==> config.mk <==
export PLATFORM = sky130hd
export DESIGN_NAME = banked_mode_register_file
export DESIGN_NICKNAME = d
export VERILOG_FILES = /design/src/bank_regs_pkg.sv /design/src/banked_mode_register_file.sv
export SDC_FILE = /design/constraint.sdc
export NUM_CORES = 2
export LEC_CHECK = 0
export BUFFER_PORTS_ARGS = -buffer_cell sky130_fd_sc_hd__buf_4
export CAP_MARGIN = 10
export CORE_MARGIN = 3
export CORE_UTILIZATION = 35
export CTS_CLUSTER_SIZE = 12
export DETAILED_ROUTE_END_ITERATION = 12
export SYNTH_ARGS = -nofsm -noshare
export SYNTH_HDL_FRONTEND = slang
export SYNTH_SLANG_ARGS = --single-unit
export TNS_END_PERCENT = 1
==> constraint.sdc <==
create_clock -name mclk -period 6.27 [get_ports mclk]
set_input_delay 0 -clock mclk [delete_from_list [all_inputs] [get_ports mclk]]
set_output_delay 0 -clock mclk [all_outputs]
set_load 0.02 [all_outputs]
==> src/bank_regs_pkg.sv <==
// How it works
// - thirty-one physical 32-bit registers; visible set chosen by mode
// - sixteen indices visible at once; extra copies only serve exception modes
// - index 15 is the program counter, readable as any operand
// - subroutine call writes return address into current mode's index 14
// - every exception mode has private stack pointer and link copies
// - exception entry loads the new mode's link copy with return address
// - fast interrupt mode also has private copies of indices 8 to 12
// - system mode is privileged yet uses user registers without copies
// - status word holds negative, zero, carry and overflow flags
// - status word holds fast and normal interrupt mask bits
// - status word holds the compressed instruction set state bit
// - status word holds five-bit mode field selecting the register set
// - each exception mode saves the status word as before entry
// - five exception kinds, each entering its own privileged mode
// - flags update optionally; fifteen conditions test them
package bank_regs_pkg;

	localparam int WORD_W = 32;
	localparam int IDX_W = 4;
	localparam int PHYS_W = 5;
	localparam int MODE_W = 5;

	// -----------------------------------------------
	// status word fields
	// -----------------------------------------------
	localparam int BIT_NEG = 31;
	localparam int BIT_ZERO = 30;
	localparam int BIT_CARRY = 29;
	localparam int BIT_OVF = 28;
	localparam int BIT_IRQ_MASK = 7;
	localparam int BIT_FAST_MASK = 6;
	localparam int BIT_COMPACT = 5;
	localparam int FLAG_LO = 28;
	localparam int CTRL_HI = 7;

	// -----------------------------------------------
	// mode codes
	// -----------------------------------------------
	typedef enum logic [MODE_W-1:0] {
		MODE_USER = 5'h10,
		MODE_FAST = 5'h11,
		MODE_IRQ = 5'h12,
		MODE_SVC = 5'h13,
		MODE_ABORT = 5'h17,
		MODE_UNDEF = 5'h1b,
		MODE_SYSTEM = 5'h1f
	} mode_t;

	// exception kinds presented by the sequencer
	typedef enum logic [2:0] {
		EXC_FAST = 3'b000,
		EXC_IRQ = 3'b001,
		EXC_ABORT = 3'b010,
		EXC_UNDEF = 3'b011,
		EXC_TRAP = 3'b100
	} exc_t;

	// -----------------------------------------------
	// physical register layout
	// -----------------------------------------------
	localparam logic [IDX_W-1:0] IDX_FAST_LO = 4'h8;
	localparam logic [IDX_W-1:0] IDX_SP = 4'hd;
	localparam logic [IDX_W-1:0] IDX_LINK = 4'he;
	localparam logic [IDX_W-1:0] IDX_PC = 4'hf;
	localparam logic [PHYS_W-1:0] PHYS_FAST_HI_BASE = 5'h0f;
	localparam logic [PHYS_W-1:0] PHYS_BANK_BASE = 5'h12;
	localparam logic [PHYS_W-1:0] PHYS_PC = 5'h1e;

	// bank numbers: 0 user/system, 1..5 exception modes
	localparam logic [2:0] BANK_USER = 3'h0;
	localparam logic [2:0] BANK_FAST = 3'h1;
	localparam logic [2:0] BANK_IRQ = 3'h2;
	localparam logic [2:0] BANK_SVC = 3'h3;
	localparam logic [2:0] BANK_ABORT = 3'h4;
	localparam logic [2:0] BANK_UNDEF = 3'h5;

	localparam logic [WORD_W-1:0] STATUS_RESET = 32'h0000_00d3;
	localparam logic [3:0] COND_NEVER = 4'hf;

endpackage

==> src/banked_mode_register_file.sv <==
`timescale 1ns/1ps
module banked_mode_register_file #(
	parameter int NUM_PHYS = 31,
	parameter int NUM_SAVED = 5
) (
	// clock and reset
	input wire logic mclk,
	input wire logic rst,
	// operand reads, answered one edge later
	input wire logic [bank_regs_pkg::IDX_W-1:0] rd_a_idx,
	input wire logic [bank_regs_pkg::IDX_W-1:0] rd_b_idx,
	output logic [bank_regs_pkg::WORD_W-1:0] rd_a_data,
	output logic [bank_regs_pkg::WORD_W-1:0] rd_b_data,
	// result write
	input wire logic wr_en,
	input wire logic [bank_regs_pkg::IDX_W-1:0] wr_idx,
	input wire logic [bank_regs_pkg::WORD_W-1:0] wr_data,
	// program counter
	input wire logic pc_wr_en,
	input wire logic [bank_regs_pkg::WORD_W-1:0] pc_wr_data,
	output logic [bank_regs_pkg::WORD_W-1:0] pc,
	// subroutine call
	input wire logic call_en,
	input wire logic [bank_regs_pkg::WORD_W-1:0] call_ret_addr,
	// condition flags
	input wire logic flag_wr_en,
	input wire logic [3:0] flag_in,
	input wire logic [3:0] cond_code,
	output logic cond_pass,
	// status word move and exception return
	input wire logic status_wr_en,
	input wire logic [bank_regs_pkg::WORD_W-1:0] status_wr_data,
	input wire logic exc_ret_en,
	// exception entry
	input wire logic exc_req,
	input wire bank_regs_pkg::exc_t exc_kind,
	input wire logic [bank_regs_pkg::WORD_W-1:0] exc_ret_addr,
	// status view
	output logic [bank_regs_pkg::WORD_W-1:0] current_status_word,
	output logic [bank_regs_pkg::WORD_W-1:0] saved_status_word,
	output logic privileged
);
	import bank_regs_pkg::*;

	typedef struct packed {
		logic [NUM_PHYS-1:0][WORD_W-1:0] gpr;
		logic [NUM_SAVED-1:0][WORD_W-1:0] saved;
		logic [WORD_W-1:0] status;
		logic [WORD_W-1:0] rd_a;
		logic [WORD_W-1:0] rd_b;
		logic [WORD_W-1:0] saved_view;
		logic cond_pass;
	} state_t;

	state_t s_r;
	state_t s_nxt;

	// -----------------------------------------------
	// decode helpers
	// -----------------------------------------------
	function automatic logic [2:0] bank_of(input logic [MODE_W-1:0] m);
		logic [2:0] b;
		b = BANK_USER;
		case (m)
			MODE_FAST: b = BANK_FAST;
			MODE_IRQ: b = BANK_IRQ;
			MODE_SVC: b = BANK_SVC;
			MODE_ABORT: b = BANK_ABORT;
			MODE_UNDEF: b = BANK_UNDEF;
			default: b = BANK_USER;
		endcase
		return b;
	endfunction

	// architectural index to physical slot under a mode
	function automatic logic [PHYS_W-1:0] phys_of(input logic [MODE_W-1:0] m,
			input logic [IDX_W-1:0] idx);
		logic [2:0] b;
		logic [PHYS_W-1:0] p;
		b = bank_of(m);
		p = {1'b0, idx};
		if (idx == IDX_PC) begin
			p = PHYS_PC;
		end else if (idx >= IDX_SP && b != BANK_USER) begin
			// two slots per exception bank; user bank keeps slots 13 and 14
			// so it never lands on the fast bank's private 11 and 12
			p = PHYS_BANK_BASE + {b, 1'b0} + {4'h0, idx[0] ^ 1'b1};
		end else if (idx >= IDX_FAST_LO && idx < IDX_SP && b == BANK_FAST) begin
			p = PHYS_FAST_HI_BASE + {1'b0, idx - IDX_FAST_LO};
		end
		return p;
	endfunction

	// the fifteen usable conditions; the last code never passes
	function automatic logic cond_eval(input logic [3:0] c, input logic [WORD_W-1:0] st);
		logic n;
		logic z;
		logic cy;
		logic v;
		logic r;
		n = st[BIT_NEG];
		z = st[BIT_ZERO];
		cy = st[BIT_CARRY];
		v = st[BIT_OVF];
		r = 1'b0;
		case (c)
			4'h0: r = z;
			4'h1: r = !z;
			4'h2: r = cy;
			4'h3: r = !cy;
			4'h4: r = n;
			4'h5: r = !n;
			4'h6: r = v;
			4'h7: r = !v;
			4'h8: r = cy && !z;
			4'h9: r = !cy || z;
			4'ha: r = n == v;
			4'hb: r = n != v;
			4'hc: r = !z && (n == v);
			4'hd: r = z || (n != v);
			4'he: r = 1'b1;
			default: r = 1'b0;
		endcase
		return r;
	endfunction

	function automatic logic [MODE_W-1:0] mode_of_exc(input exc_t k);
		logic [MODE_W-1:0] m;
		m = MODE_SVC;
		unique case (k)
			EXC_FAST: m = MODE_FAST;
			EXC_IRQ: m = MODE_IRQ;
			EXC_ABORT: m = MODE_ABORT;
			EXC_UNDEF: m = MODE_UNDEF;
			EXC_TRAP: m = MODE_SVC;
			default: m = MODE_SVC;
		endcase
		return m;
	endfunction

	// -----------------------------------------------
	// next state
	// -----------------------------------------------
	logic [MODE_W-1:0] cur_mode;
	logic [2:0] cur_bank;
	logic cur_priv;
	logic [MODE_W-1:0] tgt_mode;
	logic [2:0] tgt_bank;

	assign cur_mode = s_r.status[MODE_W-1:0];
	assign cur_bank = bank_of(cur_mode);
	assign cur_priv = cur_mode != MODE_USER;
	assign tgt_mode = mode_of_exc(exc_kind);
	assign tgt_bank = bank_of(tgt_mode);

	always_comb begin
		s_nxt = s_r;
		// reads see the state before this edge's writes
		s_nxt.rd_a = s_r.gpr[phys_of(cur_mode, rd_a_idx)];
		s_nxt.rd_b = s_r.gpr[phys_of(cur_mode, rd_b_idx)];
		s_nxt.cond_pass = cond_eval(cond_code, s_r.status);
		if (cur_bank == BANK_USER) begin
			s_nxt.saved_view = '0;
		end else begin
			s_nxt.saved_view = s_r.saved[cur_bank - 3'h1];
		end

		if (exc_req) begin
			// entry is atomic; other updates this edge are dropped
			s_nxt.saved[tgt_bank - 3'h1] = s_r.status;
			s_nxt.status[MODE_W-1:0] = tgt_mode;
			s_nxt.status[BIT_IRQ_MASK] = 1'b1;
			if (exc_kind == EXC_FAST) begin
				s_nxt.status[BIT_FAST_MASK] = 1'b1;
			end
			s_nxt.status[BIT_COMPACT] = 1'b0;
			s_nxt.gpr[phys_of(tgt_mode, IDX_LINK)] = exc_ret_addr;
		end else begin
			if (wr_en) begin
				s_nxt.gpr[phys_of(cur_mode, wr_idx)] = wr_data;
			end
			if (call_en) begin
				s_nxt.gpr[phys_of(cur_mode, IDX_LINK)] = call_ret_addr;
			end
			if (pc_wr_en) begin
				s_nxt.gpr[PHYS_PC] = pc_wr_data;
			end
			if (flag_wr_en) begin
				s_nxt.status[BIT_NEG:FLAG_LO] = flag_in;
			end
			if (status_wr_en) begin
				// user code may only touch the flags
				s_nxt.status[BIT_NEG:FLAG_LO] = status_wr_data[BIT_NEG:FLAG_LO];
				if (cur_priv) begin
					s_nxt.status[CTRL_HI:0] = status_wr_data[CTRL_HI:0];
				end
			end
			if (exc_ret_en && cur_bank != BANK_USER) begin
				s_nxt.status = s_r.saved[cur_bank - 3'h1];
			end
		end

		if (rst) begin
			s_nxt = '0;
			s_nxt.status = STATUS_RESET;
		end
	end

	always_ff @(posedge mclk) begin
		s_r <= s_nxt;
	end

	// -----------------------------------------------
	// outputs
	// -----------------------------------------------
	assign rd_a_data = s_r.rd_a;
	assign rd_b_data = s_r.rd_b;
	assign pc = s_r.gpr[PHYS_PC];
	assign cond_pass = s_r.cond_pass;
	assign current_status_word = s_r.status;
	assign saved_status_word = s_r.saved_view;
	assign privileged = cur_priv;

endmodule // banked_mode_register_file

==> flow_metrics.env <==
export IMPL_status="completed"
export IMPL_synth_seq_cells=1281
export IMPL_clk_latency_ps=830
export IMPL_report_final_slew_viol_count=0
export IMPL_synth_area_leaders="dfxtp_1, nand2_1, mux2i_1, a21oi_1, nand3_1"
export IMPL_rows=165
export IMPL_synth_top_area_frac=0.358
export IMPL_firstDrtPassIters=8
export IMPL_rrSetupSlack_ps=410
export IMPL_start_kind="flop"
export IMPL_synth_area_leader_cell="dfxtp_1"
export IMPL_crit_top_cell="buf_4"
export IMPL_max_freq_mhz=171
export IMPL_dp_cells=12044
export IMPL_cts_tree="built"
export IMPL_ys_dominant_reg_cell="dfxtp_1"
export IMPL_dp_hpwl_um=205000
export IMPL_p_leak_nw=27.5
export IMPL_finalSetupTns_ps=0
export IMPL_crit_path_cell_trace="nor2b_1 -> and3_4 -> inv_2 -> buf_4 -> buf_4 -> ha_1 -> or3_1 -> and2_1 -> buf_4 -> a21oi_1 -> o22a_1 -> mux2_2 -> dlygate4sd3_1 -> mux2i_1 -> dlygate4sd3_1 -> nand2_1"
export IMPL_die_w_um=459
export IMPL_nets=10020
export IMPL_clockBufferDepth=3
export IMPL_finalHoldViolCount=0
export IMPL_layout_drive_gt1_share=0.0927
export IMPL_yosys_area_share_adder=0.00227
export IMPL_rsz0062_at_grt="no"
export IMPL_synth_simple_area_share=0.264
export IMPL_synth_top_cells_by_count="nand2_1, dfxtp_1, a21oi_1"
export IMPL_clock_sinks=1281
export IMPL_synthMuxAreaShare=0.0849
export IMPL_r2r_end="current_status_word[7]"
export IMPL_power_density_nw_per_um2=309
export IMPL_synth_nets=10222
export IMPL_synthArstFlopShare=0
export IMPL_yosys_area_share_xor_xnor=0.00122
export IMPL_via_per_inst=6.20
export IMPL_postCtsSetupRepairBufs=0
export IMPL_root_buffer="clkbuf_16"
export IMPL_ir_drop_uv=260
export IMPL_ant_nets=0
export IMPL_routed_wl_um=338000
export IMPL_drt_initial_drc_count=11966
export IMPL_antenna_found_initial=37
export IMPL_setup_viol=0
export IMPL_dieArea_um2=210000
export IMPL_maxCapViolations=0
export IMPL_vias=78162
export IMPL_cp_slowest_stage_delay_ps=850
export IMPL_rr_worst_depth=16
export IMPL_stdcell_count=12615
export IMPL_cts_htree_levels=4
export IMPL_ioPinCount=354
export IMPL_io_buffers=333
export IMPL_grt_start_max_net_pins=199
export IMPL_skew_ps=43.6
export IMPL_ys_warn_count=0
export IMPL_overflow=0
export IMPL_area_delta_synth_final_pct=15.0
export IMPL_cp_endpoint="current_status_word[7]"
export IMPL_synth_top_family_by_area="simple AND/OR/NAND/NOR gates"
export IMPL_netlist_cell_type_count=87
export IMPL_synth_seq_area_share=0.358
export IMPL_cp_slowest_cell="and2_1"
export IMPL_wl_per_cell_um=26.8
export IMPL_floorplan_die_height_um=459
export IMPL_cts_buffers=146
export IMPL_grt_pass1_vias=72077
export IMPL_syn_area_um2=71700
export IMPL_worstSetupEndpointType="flop"
export IMPL_drc_errors=0
export IMPL_path_max_fanout=65
export IMPL_arrival_ps=6510
export IMPL_tightest_slew_ps=1270
export IMPL_synth_most_common_cell="nand2_1"
export IMPL_syn_instance_count=10017
export IMPL_grt_pass1_wl_um=487000
export IMPL_layout_min_cycle_time_ps=5860
export IMPL_fin_crit_sh=0.934
export IMPL_critPathLaunch="current_status_word[2]"
export IMPL_core_um2=203000
export IMPL_syn_area_per_cell_um2=7.16
export IMPL_synth_compound_area_frac=0.210
export IMPL_hp_class="input port to flop"
export IMPL_crit_required_ps=6930
export IMPL_clk_pin_slew_ps=60
export IMPL_initial_utilization=0.353
export IMPL_place_congestion=0.949
export IMPL_maxSlewHeadroom=0.141
export IMPL_synth_edff_count=0
export IMPL_timing_rr_start="current_status_word[2]"
export IMPL_criticalPathCategory="flop to flop"
export IMPL_track_usage=0.305
==> per-stage QoR <==
step           setup slack (ps)   util  area, µm²  hold slack (ps)  power [mW]
2_1_floorplan              2110      -      71700              193        13.3
6_report                    414  0.406      82400             84.2        25.4
4_1_cts                     470  0.406      82300             14.1        25.1
5_1_grt                     169  0.406      82400             85.1        26.0
3_5_place_dp               1200  0.368      74700              300        16.3
3_3_place_gp               1330  0.368      74700              296        16.3
==> repair_timing <==
action | 4_1_cts | 5_1_grt
setup endpoints to repair | 0 | 0
hold buffers | 293 | 0
endpoints found under the hold margin | 1060 | 0
resized for setup | 0 | 0
==> metal layers <==
| metal | wire, µm | GRT usage |
|---|---|---|
| met5 | 195 | 0.00276 |
| met1 | 131000 | 0.390 |
| met3 | 47100 | 0.105 |
| met4 | 19400 | 0.167 |
| met2 | 141000 | 0.448 |
==> critical path, delay by kind of cell, from the launching register on <==
family                   cells  cell delay, ps
buffers and inverters        6            2500
AND/OR/NAND/NOR              5            1450
flip-flops                   1             720
multiplexers                 2             390
AO/OA/AOI/OAI                2             320
adder cells (fa/ha/maj)      1             290
==> sequential cells by signal (all words and copies together) (netlist names) <==
register,cells
rd_b_data,32
s_r,1120
current_status_word,32
saved_status_word,32
cond_pass,1
pc,32
rd_a_data,32
==> cells by family after synthesis <==
family	count (synthesis)
AND/OR/NAND/NOR	4477
buffers and inverters	1287
XOR/XNOR	7
adder cells (fa/ha/maj)	13
flip-flops	1281
AO/OA/AOI/OAI	2350
multiplexers	602
==> cell usage in the layout, fill, tap and decap left out, types with 190 or more instances in the layout <==
master,instances
a22oi_1,190
nand4_1,219
mux2i_1,563
dfxtp_1,1281
nor2_1,541
a21oi_1,796
nand3_1,609
buf_4,527
o21ai_0,364
nand2_1,2786
a31oi_1,256
dlygate4sd3_1,293
==> cell type report <==
cell class | instances | area [µm²]
clock buffer | 220 | 4270
inverter | 84 | 319
fill | 20323 | 121000
antenna | 21 | 52.6
sequential | 1281 | 25600
multi-input combinational | 7449 | 40800
timing repair buffer | 853 | 7520
tap | 2672 | 3340
clock inverter | 35 | 453
==> worst min-delay path by stage <==
stage	from	end	cells past startpoint
finish	status_wr_en	current_status_word[0]	4
floorplan	pc_wr_data[30]	pc[30]	2
global placement	pc_wr_data[30]	pc[30]	3
global route	wr_en	s_r[513]	5
CTS	wr_en	s_r[543]	5
detailed placement	pc_wr_data[30]	pc[30]	3
==> power breakdown <==
group	switching (mW)	leakage (nW)	total [mW]	internal, mW
registers	0.490	10.4	9.06	8.57
clock network	3.71	2.32	8.71	5.00
logic	5.56	14.9	7.66	2.10
total	9.76	27.5	25.4	15.7
(Power assumes the default switching activity.)
